**config.mk**
```make
export PLATFORM = sky130hd
export DESIGN_NAME = acse_top
export DESIGN_NICKNAME = d
export VERILOG_FILES = /design/src/inc/acse_pkg.sv /design/src/inc/acse_tx_if.sv /design/src/rtl/acse_top.sv /design/src/rtl/acse_baud.sv /design/src/rtl/acse_tx.sv
export SDC_FILE = /design/constraint.sdc
export NUM_CORES = 1
export LEC_CHECK = 0
export BUFFER_PORTS_ARGS = -buffer_cell sky130_fd_sc_hd__buf_2
export CAP_MARGIN = 20
export CELL_PAD_IN_SITES_DETAIL_PLACEMENT = 1
export CELL_PAD_IN_SITES_GLOBAL_PLACEMENT = 1
export CORE_MARGIN = 2
export CORE_UTILIZATION = 45
export DETAILED_ROUTE_END_ITERATION = 12
export GPL_TIMING_DRIVEN = 0
export PLACE_DENSITY_LB_ADDON = 0.3
export SLEW_MARGIN = 20
export SYNTH_ARGS = -nofsm -noshare
export SYNTH_HDL_FRONTEND = slang
export SYNTH_SLANG_ARGS = --single-unit
export TNS_END_PERCENT = 10
```
**constraint.sdc**
```tcl
create_clock -name clk -period 3.2 [get_ports clk]
set_input_delay 0.16 -clock clk [delete_from_list [all_inputs] [get_ports clk]]
set_output_delay 0.16 -clock clk [all_outputs]
set_load 0.01 [all_outputs]
```
**src/inc/acse_pkg.sv**
```systemverilog
// shared offsets, field positions, reset values and sample positions
package acse_pkg;
  // register byte offsets
  localparam logic [7:0] CONTROL_REG_ONE = 8'h00;
  localparam logic [7:0] STATUS_REG_ONE  = 8'h04;
  localparam logic [7:0] STATUS_REG_TWO  = 8'h08;
  localparam logic [7:0] SERIAL_DATA_REG = 8'h0c;
  localparam logic [7:0] BAUD_REG        = 8'h10;
  // control_reg_one fields
  localparam int CTRL_W                 = 8;
  localparam int PORT_ENABLE_BIT        = 0;
  localparam int CHAR9_BIT              = 1;
  localparam int TX_ENABLE_BIT          = 2;
  localparam int SEND_BREAK_BIT         = 3;
  localparam int TX_EMPTY_IRQ_EN_BIT    = 4;
  localparam int TX_COMPLETE_IRQ_EN_BIT = 5;
  localparam int RX_FULL_IRQ_EN_BIT     = 6;
  localparam int TX_NINTH_BIT_POS       = 7;
  localparam logic [7:0] CTRL_RST       = 8'h00;
  // status_reg_one fields
  localparam int TX_EMPTY_POS     = 0;
  localparam int TX_COMPLETE_POS  = 1;
  localparam int RX_FULL_POS      = 2;
  localparam int OVERRUN_POS      = 3;
  localparam int NOISE_POS        = 4;
  localparam int FRAMING_POS      = 5;
  // status_reg_two fields
  localparam int BREAK_POS        = 0;
  localparam int RX_PROGRESS_POS  = 1;
  localparam int RX_NINTH_POS     = 2;
  // baud register
  localparam int BAUD_DIV_W        = 16;
  localparam int BAUD_CLK_SEL_BIT  = 16;
  localparam logic [15:0] BAUD_DIV_RST = 16'h0000;
  // sample tick positions inside one bit
  localparam logic [4:0] RT_PER_BIT = 5'h10;
  localparam logic [4:0] RT_START_A = 5'h03;
  localparam logic [4:0] RT_START_B = 5'h05;
  localparam logic [4:0] RT_START_C = 5'h07;
  localparam logic [4:0] RT_DATA_A  = 5'h08;
  localparam logic [4:0] RT_DATA_B  = 5'h09;
  localparam logic [4:0] RT_DATA_C  = 5'h0a;
  localparam logic [3:0] TX_RT_LAST = 4'hf;
endpackage

```
**src/inc/acse_tx_if.sv**
```systemverilog
// baud tick and transmit hand-off between the core and its helpers
`timescale 1ns/100ps
interface acse_tx_if;
  logic       tick16;
  logic       char9;
  logic       tx_en;
  logic       brk;
  logic       buf_full;
  logic [8:0] buf_data;
  logic       take;
  logic       idle;
  logic       txd;
  modport core (output char9, tx_en, brk, buf_full, buf_data,
                input tick16, take, idle, txd);
  modport xmit (input tick16, char9, tx_en, brk, buf_full, buf_data,
                output take, idle, txd);
  modport baud (output tick16);
endinterface

```
**src/rtl/acse_top.sv**
```systemverilog
// register core, receiver and pin control of the serial character engine
//
// Register access over APB and the address map are this design's own decisions.
`timescale 1ns/100ps
module acse_top
  import acse_pkg::*;
(
  // clock and reset
  input  wire logic        clk,
  input  wire logic        rst,
  // apb slave
  input  wire logic        psel,
  input  wire logic        penable,
  input  wire logic        pwrite,
  input  wire logic [7:0]  paddr,
  input  wire logic [31:0] pwdata,
  output logic      [31:0] prdata,
  output logic             pready,
  output logic             pslverr,
  // second baud source, an enable pulse on clk
  input  wire logic        alt_clk_tick,
  // serial pins
  input  wire logic        rxd_pin,
  output logic             txd_pin,
  output logic             txd_oe_n,
  // interrupt requests
  output logic             tx_irq,
  output logic             rx_irq
);
  typedef enum logic [3:0] {
    R_HUNT  = 4'b0001,
    R_START = 4'b0010,
    R_DATA  = 4'b0100,
    R_STOP  = 4'b1000
  } acse_rx_st_t;

  typedef struct packed {
    logic [CTRL_W-1:0]     ctrl;
    logic [BAUD_DIV_W-1:0] div;
    logic                  sel;
    logic [8:0]            tbuf;
    logic                  tfull;
    logic [31:0]           rdat;
    logic                  sync1;
    logic                  sync2;
    acse_rx_st_t           rxs;
    logic [4:0]            rt;
    logic [3:0]            bitn;
    logic [2:0]            hist;
    logic [1:0]            smp;
    logic [8:0]            sh;
    logic                  nz;
    logic [7:0]            rx_data;
    logic                  rx_ninth;
    logic                  rxf;
    logic                  ovr;
    logic                  nf;
    logic                  fe;
    logic                  break_flag;
  } acse_core_reg_t;

  // the line idles high, so the synchroniser starts there
  localparam acse_core_reg_t CORE_RST = '{
    ctrl:  CTRL_RST,
    div:   BAUD_DIV_RST,
    rxs:   R_HUNT,
    sync1: 1'b1,
    sync2: 1'b1,
    default: '0
  };

  acse_core_reg_t s_q;
  acse_core_reg_t s_d;
  acse_tx_if      tb();

  logic        setup;
  logic        access;
  logic        mapped;
  logic        wr_data;
  logic        rd_data;
  logic        rd_stat2;
  logic        port_en;
  logic        tx_empty_flag;
  logic        tx_complete_flag;
  logic        tick;
  logic [4:0]  rt_now;
  logic [2:0]  trio;
  logic        vote;
  logic        disagree;
  logic [3:0]  nlast;
  logic [7:0]  data8;
  logic        brk_char;
  logic        rx_done;
  logic [31:0] rd_mux;

  // bus decode; reads are captured in setup so prdata comes from a flop
  assign setup = psel && !penable;
  assign access = psel && penable;
  assign mapped = paddr inside {CONTROL_REG_ONE, STATUS_REG_ONE, STATUS_REG_TWO,
                                SERIAL_DATA_REG, BAUD_REG};
  assign wr_data = access && pwrite && (paddr == SERIAL_DATA_REG);
  assign rd_data = access && !pwrite && (paddr == SERIAL_DATA_REG);
  assign rd_stat2 = access && !pwrite && (paddr == STATUS_REG_TWO);
  assign pready = 1'b1;
  assign pslverr = access && !mapped;
  assign prdata = s_q.rdat;

  assign port_en = s_q.ctrl[PORT_ENABLE_BIT];
  assign tx_empty_flag = !s_q.tfull;
  assign tx_complete_flag = tb.idle && !s_q.tfull && !s_q.ctrl[SEND_BREAK_BIT];

  // transmitter hand-off
  assign tb.char9 = s_q.ctrl[CHAR9_BIT];
  assign tb.tx_en = s_q.ctrl[TX_ENABLE_BIT] && port_en;
  assign tb.brk = s_q.ctrl[SEND_BREAK_BIT] && port_en;
  assign tb.buf_full = s_q.tfull;
  assign tb.buf_data = s_q.tbuf;

  // no encoder here: the shifter output goes straight to the pin
  assign txd_pin = tb.txd;
  assign txd_oe_n = !port_en;

  assign tx_irq = (tx_empty_flag && s_q.ctrl[TX_EMPTY_IRQ_EN_BIT])
               || (tx_complete_flag && s_q.ctrl[TX_COMPLETE_IRQ_EN_BIT]);
  assign rx_irq = s_q.rxf && s_q.ctrl[RX_FULL_IRQ_EN_BIT];

  // receiver sampling helpers
  assign tick = tb.tick16;
  assign rt_now = (s_q.rt == RT_PER_BIT) ? 5'h01 : s_q.rt + 5'h01;
  assign trio = {s_q.smp, s_q.sync2};
  assign vote = (trio[0] && trio[1]) || (trio[0] && trio[2]) || (trio[1] && trio[2]);
  assign disagree = (|trio) && !(&trio);
  assign nlast = s_q.ctrl[CHAR9_BIT] ? 4'h8 : 4'h7;
  assign data8 = s_q.ctrl[CHAR9_BIT] ? s_q.sh[7:0] : s_q.sh[8:1];
  assign brk_char = !vote && (s_q.ctrl[CHAR9_BIT] ? (s_q.sh == 9'h000)
                                                  : (s_q.sh[8:1] == 8'h00));
  assign rx_done = port_en && tick && (s_q.rxs == R_STOP) && (rt_now == RT_DATA_C);

  always_comb begin
    rd_mux = '0;
    case (paddr)
      CONTROL_REG_ONE: begin
        rd_mux[CTRL_W-1:0] = s_q.ctrl;
      end
      STATUS_REG_ONE: begin
        rd_mux[TX_EMPTY_POS] = tx_empty_flag;
        rd_mux[TX_COMPLETE_POS] = tx_complete_flag;
        rd_mux[RX_FULL_POS] = s_q.rxf;
        rd_mux[OVERRUN_POS] = s_q.ovr;
        rd_mux[NOISE_POS] = s_q.nf;
        rd_mux[FRAMING_POS] = s_q.fe;
      end
      STATUS_REG_TWO: begin
        rd_mux[BREAK_POS] = s_q.break_flag;
        rd_mux[RX_PROGRESS_POS] = (s_q.rxs != R_HUNT);
        rd_mux[RX_NINTH_POS] = s_q.rx_ninth;
      end
      SERIAL_DATA_REG: begin
        rd_mux[7:0] = s_q.rx_data;
      end
      BAUD_REG: begin
        rd_mux[BAUD_DIV_W-1:0] = s_q.div;
        rd_mux[BAUD_CLK_SEL_BIT] = s_q.sel;
      end
      default: begin
        rd_mux = '0;
      end
    endcase
  end

  always_comb begin
    s_d = s_q;
    s_d.sync1 = rxd_pin;
    s_d.sync2 = s_q.sync1;
    if (setup) begin
      s_d.rdat = rd_mux;
    end
    if (access && pwrite && (paddr == CONTROL_REG_ONE)) begin
      s_d.ctrl = pwdata[CTRL_W-1:0];
    end
    if (access && pwrite && (paddr == BAUD_REG)) begin
      s_d.div = pwdata[BAUD_DIV_W-1:0];
      s_d.sel = pwdata[BAUD_CLK_SEL_BIT];
    end
    // ninth transmit bit is taken with the byte it belongs to
    if (wr_data) begin
      s_d.tbuf = {s_q.ctrl[TX_NINTH_BIT_POS], pwdata[7:0]};
    end
    s_d.tfull = wr_data || (s_q.tfull && !tb.take);
    // clears first, so a flag raised in the same cycle survives
    if (rd_data) begin
      s_d.rxf = 1'b0;
      s_d.ovr = 1'b0;
      s_d.nf = 1'b0;
      s_d.fe = 1'b0;
    end
    if (rd_stat2) begin
      s_d.break_flag = 1'b0;
    end
    if (!port_en) begin
      s_d.rxs = R_HUNT;
      s_d.hist = '0;
    end else if (tick) begin
      s_d.rt = rt_now;
      unique case (s_q.rxs)
        R_HUNT: begin
          s_d.hist = {s_q.hist[1:0], s_q.sync2};
          // a fall after three ones is sample one of a start bit
          if (s_q.hist == 3'b111 && !s_q.sync2) begin
            s_d.rxs = R_START;
            s_d.rt = 5'h01;
            s_d.sh = '0;
            s_d.nz = 1'b0;
          end
        end
        R_START: begin
          if (rt_now == RT_START_A || rt_now == RT_START_B) begin
            s_d.smp = {s_q.smp[0], s_q.sync2};
          end
          if (rt_now == RT_START_C) begin
            s_d.nz = disagree;
            if (vote) begin
              s_d.rxs = R_HUNT;
              s_d.hist = '0;
            end
          end
          if (rt_now == RT_PER_BIT) begin
            s_d.rxs = R_DATA;
            s_d.bitn = '0;
          end
        end
        R_DATA: begin
          if (rt_now == RT_DATA_A || rt_now == RT_DATA_B) begin
            s_d.smp = {s_q.smp[0], s_q.sync2};
          end
          if (rt_now == RT_DATA_C) begin
            s_d.sh = {vote, s_q.sh[8:1]};
            s_d.nz = s_q.nz || disagree;
          end
          if (rt_now == RT_PER_BIT) begin
            s_d.bitn = s_q.bitn + 4'h1;
            if (s_q.bitn == nlast) begin
              s_d.rxs = R_STOP;
            end
          end
        end
        R_STOP: begin
          if (rt_now == RT_DATA_A || rt_now == RT_DATA_B) begin
            s_d.smp = {s_q.smp[0], s_q.sync2};
          end
          if (rt_now == RT_DATA_C) begin
            s_d.rxs = R_HUNT;
            s_d.hist = '0;
            // unread data is kept; the newer character is dropped
            if (s_d.rxf) begin
              s_d.ovr = 1'b1;
            end else begin
              s_d.rx_data = brk_char ? 8'h00 : data8;
              s_d.rx_ninth = brk_char ? 1'b0 : s_q.sh[8];
            end
            s_d.rxf = 1'b1;
            s_d.fe = s_d.fe || !vote;
            s_d.nf = s_d.nf || s_q.nz || disagree;
            if (brk_char) begin
              s_d.break_flag = 1'b1;
            end
          end
        end
      endcase
    end
  end

  always_ff @(posedge clk) begin
    if (rst) begin
      s_q <= CORE_RST;
    end else begin
      s_q <= s_d;
    end
  end

  acse_baud u_baud (
    .clk      (clk),
    .rst      (rst),
    .alt_tick (alt_clk_tick),
    .clk_sel  (s_q.sel),
    .div      (s_q.div),
    .tb       (tb.baud)
  );

  acse_tx u_tx (
    .clk (clk),
    .rst (rst),
    .tb  (tb.xmit)
  );
endmodule

```
**src/rtl/acse_baud.sv**
```systemverilog
// baud tick divider with a selectable source
`timescale 1ns/100ps
module acse_baud
  import acse_pkg::*;
#(
  parameter int DIV_W = BAUD_DIV_W
) (
  // clock and reset
  input  wire logic             clk,
  input  wire logic             rst,
  // source and divisor
  input  wire logic             alt_tick,
  input  wire logic             clk_sel,
  input  wire logic [DIV_W-1:0] div,
  // 16x sample tick
  acse_tx_if.baud               tb
);
  typedef struct packed {
    logic [DIV_W-1:0] cnt;
    logic             tick;
  } acse_baud_reg_t;

  acse_baud_reg_t s_q;
  acse_baud_reg_t s_d;
  logic           src;

  if (DIV_W < 1 || DIV_W > 32) begin
    $error("acse_baud: divisor width out of range");
  end

  assign src = clk_sel ? alt_tick : 1'b1;
  assign tb.tick16 = s_q.tick;

  always_comb begin
    s_d = s_q;
    s_d.tick = 1'b0;
    if (src) begin
      if (s_q.cnt >= div) begin
        s_d.cnt = '0;
        s_d.tick = 1'b1;
      end else begin
        s_d.cnt = s_q.cnt + 1'b1;
      end
    end
  end

  always_ff @(posedge clk) begin
    if (rst) begin
      s_q <= '0;
    end else begin
      s_q <= s_d;
    end
  end
endmodule

```
**src/rtl/acse_tx.sv**
```systemverilog
// transmit shifter: preamble, data frames, break and idle characters
`timescale 1ns/100ps
module acse_tx
  import acse_pkg::*;
(
  // clock and reset
  input  wire logic clk,
  input  wire logic rst,
  // core side
  acse_tx_if.xmit   tb
);
  typedef enum logic [3:0] {
    T_IDLE  = 4'b0001,
    T_FRAME = 4'b0010,
    T_BREAK = 4'b0100,
    T_MARK  = 4'b1000
  } acse_tx_st_t;

  typedef struct packed {
    acse_tx_st_t st;
    logic [10:0] sr;
    logic [3:0]  nbit;
    logic [3:0]  rt;
    logic        pend;
    logic        en_q;
    logic        txd;
  } acse_tx_reg_t;

  localparam acse_tx_reg_t TX_RST = '{st: T_IDLE, txd: 1'b1, default: '0};

  acse_tx_reg_t s_q;
  acse_tx_reg_t s_d;
  logic [3:0]   nlast;
  logic         take;

  assign nlast = tb.char9 ? 4'ha : 4'h9;
  assign tb.take = take;
  assign tb.idle = (s_q.st == T_IDLE) && !s_q.pend;
  assign tb.txd = s_q.txd;

  always_comb begin
    s_d = s_q;
    take = 1'b0;
    s_d.en_q = tb.tx_en;
    // an enable edge owes one idle character, also mid-character
    if (tb.tx_en && !s_q.en_q) begin
      s_d.pend = 1'b1;
    end
    unique case (s_q.st)
      T_IDLE: begin
        s_d.rt = '0;
        s_d.nbit = '0;
        if (tb.tx_en && tb.brk) begin
          s_d.st = T_BREAK;
          s_d.sr = '0;
        end else if (tb.tx_en && s_d.pend) begin
          s_d.st = T_MARK;
          s_d.sr = '1;
          s_d.pend = 1'b0;
        end else if (tb.tx_en && tb.buf_full) begin
          s_d.st = T_FRAME;
          s_d.sr = tb.char9 ? {1'b1, tb.buf_data, 1'b0}
                            : {2'b11, tb.buf_data[7:0], 1'b0};
          take = 1'b1;
        end
      end
      T_FRAME, T_BREAK, T_MARK: begin
        if (tb.tick16) begin
          s_d.rt = s_q.rt + 4'h1;
          if (s_q.rt == TX_RT_LAST) begin
            s_d.sr = {s_q.st != T_BREAK, s_q.sr[10:1]};
            s_d.nbit = s_q.nbit + 4'h1;
            if (s_q.nbit == nlast) begin
              s_d.nbit = '0;
              // a held break runs on with no idle cycle between characters
              if (s_q.st == T_BREAK && tb.brk && tb.tx_en) begin
                s_d.st = T_BREAK;
              end else begin
                s_d.st = T_IDLE;
                if (s_q.st == T_BREAK && !tb.brk) begin
                  s_d.pend = 1'b1;
                end
              end
            end
          end
        end
      end
    endcase
    s_d.txd = (s_d.st == T_IDLE) ? 1'b1 : s_d.sr[0];
  end

  always_ff @(posedge clk) begin
    if (rst) begin
      s_q <= TX_RST;
    end else begin
      s_q <= s_d;
    end
  end
endmodule

```
[After elaboration in Yosys (flattened, before gate mapping)]
Index checks and enable logic that the tools add are counted.
Operators by class
  $add $sub $neg: 5
  order comparisons: 1
  equality and inequality tests: 42
  mux-type cells: 67
  bitwise operators: 3
  reductions and logical operators: 81
Operator list (number)
  $mux W4: 12
  $pmux W24 S2: 1
  $mux W15: 3
  $logic_and A1 B1 Y1: 32
  $mux W10: 3
  $mux W5: 6
  $reduce_and A5 Y1: 5
  $mux W24: 1
  $mux W1: 19
  $mux W19: 1
  $mux W9: 2
  $ne A2 B2 Y1 const B: 9
  $pmux W9 S2: 1
  $add A16 B1 Y16 const B: 1
  $eq A8 B4 Y1 const B: 2
  $ge A16 B16 Y1: 1
  $logic_not A8 Y1: 2
  $mux W16: 1
  $mux W8: 2
  $pmux W4 S4: 1
  $eq A5 B4 Y1 const B: 3
  $pmux W3 S5: 1
  $logic_not A1 Y1: 13
  $add A4 B1 Y4 const B: 3
  37 further kinds: 74
Storage, ports and cells
  flip-flop bits (word level): 139
  bits of input ports: 47
  logic and storage cells: 231

[Depth between registers and ports, before layout]
  depth after elaboration: 11
  mapped depth: 9

[By module]
A second synthesis with hierarchy kept.
Second synthesis, totals
  cells, all modules: 863
  area, all modules: 7412.1 um2
By module, submodules not included
  acse_top: times used 1, cells each 567, area each 4768.3 um2, seq. area each 1921.8 um2
  acse_tx: times used 1, cells each 153, area each 1347.5 um2, seq. area each 520.5 um2
  acse_baud: times used 1, cells each 143, area each 1296.2 um2, seq. area each 340.3 um2

[Least setup slack after synthesis]
Ideal clock, no wire load.
  path kind: reg2reg
  start point: register s_q[33] (netlist name)
  end point: register s_q[32] (netlist name)
  library setup time: 70 ps
  arrival: 2315 ps
  required time: 3130 ps
  slack: 816 ps
  stages on the path, launching flop included: 9
  path buffers: 0
  period minus slack after synthesis: 2384 ps
  cell sequence: dfxtp_1 > inv_1 > ha_1 > nor2b_1 > o21bai_1 > nand3_2 > or4_4 > or4_1 > a21oi_1
Between the ends
  longest elaborated chain between the ends: 5
  elaborated cells between the ends (all ways): 7
Ends and longest elaborated chain
  start, declared: line acse_top.sv:72  | acse_core_reg_t s_q;
  start signal, assigned: line acse_top.sv:275  | s_q <= CORE_RST;
  start signal, assigned: line acse_top.sv:277  | s_q <= s_d;
  $add A5 B1 Y5 / $eq A5 B5 Y1 (equally long branches): line acse_top.sv:129  | assign rt_now = (s_q.rt == RT_PER_BIT) ? 5'h01 : s_q.rt + 5'h01;
  $mux W5 *: line acse_top.sv:129
  $eq A5 B5 Y1 *: line acse_top.sv:227, acse_top.sv:240
  $ne A2 B2 Y1 (no line)
  $reduce_and A5 Y1 (no line) *
Mark *: on every way between the ends. The rest lies on a longest branch, timed or not.
A chain may end at the register's enable or synchronous reset.

[Final worst setup path]
  start point: register s_q[33] (netlist name)
  end point: register s_q[31] (netlist name)
The elaborated chain is that of the path after synthesis.

==> impl_metrics.toml <==
[cts]
cts_buffers = 17
clkSlewWorstSetupHoldPaths_ns = 0.06
cts.path.max_buffers = 2
cts_root_buf = "clkbuf_16"
clkLatencyLatePin_ns = 0.43
cts_tree = "yes"
cts_max_level = 4
post_cts_buffers = 0
ctsResizeCount = 0
clock_sinks = 139

[min_path]
hp-class = "in2reg"

[routing]
drc = 0
via_per_inst = 5.56
final_antenna_net_count = 0
drt-total-wl_um = 21600
detail_route.iter0.violations = 329
vias = 6316
firstDrtPassIters = 4
wl_per_cell_um = 19.0

[sta]
setup_viol = 0
max_freq_mhz = 369
rsz0062_at_grt = "false"
max_slew_margin = 0.372
fin_crit_ns = 2.71
final-hold-violation-count = 0
setup-tns-final_ns = 0
holdWs_ns = 0.0123
clock_skew_ns = 0.0119
worst_pin_slew_ns = 0.942
post-route-period-util = 0.848
maxSlewViolCount = 0

[final_layout]
final_common_cell = "dfxtp_1"
syn_to_final_growth_pct = 17.8
mostFrequentLayoutCells = "139 x dfxtp_1, 107 x nor2_1, 67 x nand2_1"
layout-drive-gt1-share = 0.165
fin_util = 0.537
nets = 979
antenna_cells = 0

[run_status]
run_status = "finished, final reports clean"

[setup_path]
crit_required_ns = 3.56
path_class = "reg2reg"
critPathLaunchType = "flip-flop"
path_max_fanout = 7
arrival_ns = 3.07
worstSetupEndpointType = "flip-flop"

[synthesis]
yosys.area.top_type = "dfxtp_1"
ys.warnings.count = 0
ys_async_sr_fraction = 0
yosysTopAreaCellShare = 0.388
ys_seq_area_frac = 0.388
ys_ff_latch = 139
ys_types = 78
avgSynthCellArea_um2 = 8.79
synth_flop_cell = "dfxtp_1"
synth_area_leaders = "dfxtp_1 39%, mux2i_1 8.2%, nor2_1 5.6%, ha_1 4.4%, buf_4 3.7%"
synth_cells = 815
synth_area_mm2 = 0.00716
synth_edf_count = 0

[place]
gp_congestion = 0.833
hpwl_um = 15100
io_buffers = 51

[run]
maxCapViolCount = 0

[pwr]
p_leak_nw = 3.21
p_total_w = 0.00397
ir_drop_uv = 422
powerDensity_mw_per_mm2 = 471

[floorplan]
die_h_um = 130
num_rows = 46
ioPinCount = 85
start_util = 0.456
die_w_um = 130
core-area_mm2 = 0.0157
die_area_mm2 = 0.0169

[global_route]
grt_pass1_wl_um = 34400
overflow = 0
antenna_found_initial = 0
grt_use_total = 0.265
grt_pass1_vias = 6430
grt_max_degree = 17
==> what timing repair did <==
item                                   CTS  global route
setup endpoints to repair                0             0
endpoints found under the hold margin    8             0
hold buffers                             8             0
==> per-layer routing <==
metal,track usage,part of all wire,up-vias
met5,0,0,-
met4,0.101,0.024,0
met3,0.0398,0.026,34
met2,0.458,0.49,104
met1,0.334,0.46,3121
li1,-,-,3057
==> cells by family after synthesis <==
logic type,Yosys count,synth area share
xor gates and xnor gates,20,0.0255
muxes,64,0.0924
buffers and inverters,107,0.0802
adders and majority gates,26,0.0451
AOI/OAI and AO/OA,167,0.169
other,2,0.00105
DFF,139,0.388
and+or+nand+nor,290,0.198
==> synth_stat cells, types with 4 or more instances <==
| master | n |
|---|---|
| nor2_1 | 107 |
| nand4_1 | 10 |
| nor3_1 | 13 |
| nor4_1 | 8 |
| inv_1 | 34 |
| and2_1 | 8 |
| nand2_1 | 67 |
| nand3_1 | 15 |
| and3_1 | 11 |
| nor3b_1 | 5 |
| a22o_1 | 18 |
| a221oi_1 | 9 |
| nand2b_1 | 7 |
| buf_4 | 35 |
| ha_1 | 25 |
| o21a_1 | 6 |
| clkbuf_1 | 30 |
| nor2b_1 | 6 |
| nand3b_1 | 4 |
| xor2_1 | 10 |
| mux2i_1 | 59 |
| a21oi_1 | 30 |
| a22oi_1 | 14 |
| xnor2_1 | 9 |
| mux2_2 | 4 |
| dfxtp_1 | 139 |
| o21ai_0 | 29 |
| a211oi_1 | 24 |
==> flip-flops by register name (all words and copies together) (netlist names) <==
register	cells
port_en	1
prdata	17
s_d	1
s_q	67
tb.buf_data	9
tb.buf_full	1
u_baud.s_q	16
u_baud.tb.tick16	1
u_tx.s_q	25
u_tx.tb.txd	1
==> through the flow <==
| step | cell area, µm² | setup slack [ns] | cells |
|---|---|---|---|
| 3_5_place_dp | 7750 | 0.502 | 1096 |
| 2_1_floorplan | 7220 | 0.816 | 829 |
| 4_1_cts | 8440 | 0.469 | 1136 |
| 6_report | 8440 | 0.487 | 1136 |
| 3_3_place_gp | 7740 | 0.174 | 1096 |
| 5_1_grt | 8440 | 0.239 | 1136 |
==> power breakdown <==
group | switching (W) | total, W | internal (W)
clock | 0.000816 | 0.00207 | 0.00125
sequential | 0.00000447 | 0.00174 | 0.00174
combinational | 0.000103 | 0.000166 | 0.0000629
total | 0.000923 | 0.00397 | 0.00305
==> area by class of cell <==
type	instances	area (µm²)
multi-input cells	583	3870
fillers	1887	7270
plain buffers	73	447
clock inverters	13	166
well taps	216	270
clock buffers	19	443
repair buffers	59	335
inverters	34	128
flip-flops and latches	139	2780
==> worst max-delay path, stage by stage (launching register included) <==
cell,delay [ns]
dfxtp_1,0.45
inv_1,0.10
ha_1,0.27
nor2b_1,0.17
o21bai_1,0.24
nand3_2,0.18
or4_4,0.55
or4_1,0.51
a21oi_1,0.17
==> path summary, 6_finish.rpt <==
path	startpoint	to	slack, ns	cells past startpoint
min reg2reg	s_d[42]$_SDFF_PP1_	s_q[42]$_SDFF_PP1_	0.40	1
min	pwdata[14]	s_q[101]$_SDFFE_PP0P_	0.01	3
max	s_q[33]$_SDFFE_PP0P_	s_q[31]$_SDFFE_PP0P_	0.49	8
max reg2reg	s_q[33]$_SDFFE_PP0P_	s_q[31]$_SDFFE_PP0P_	0.49	8
Power figures use the tool's default switching activity.
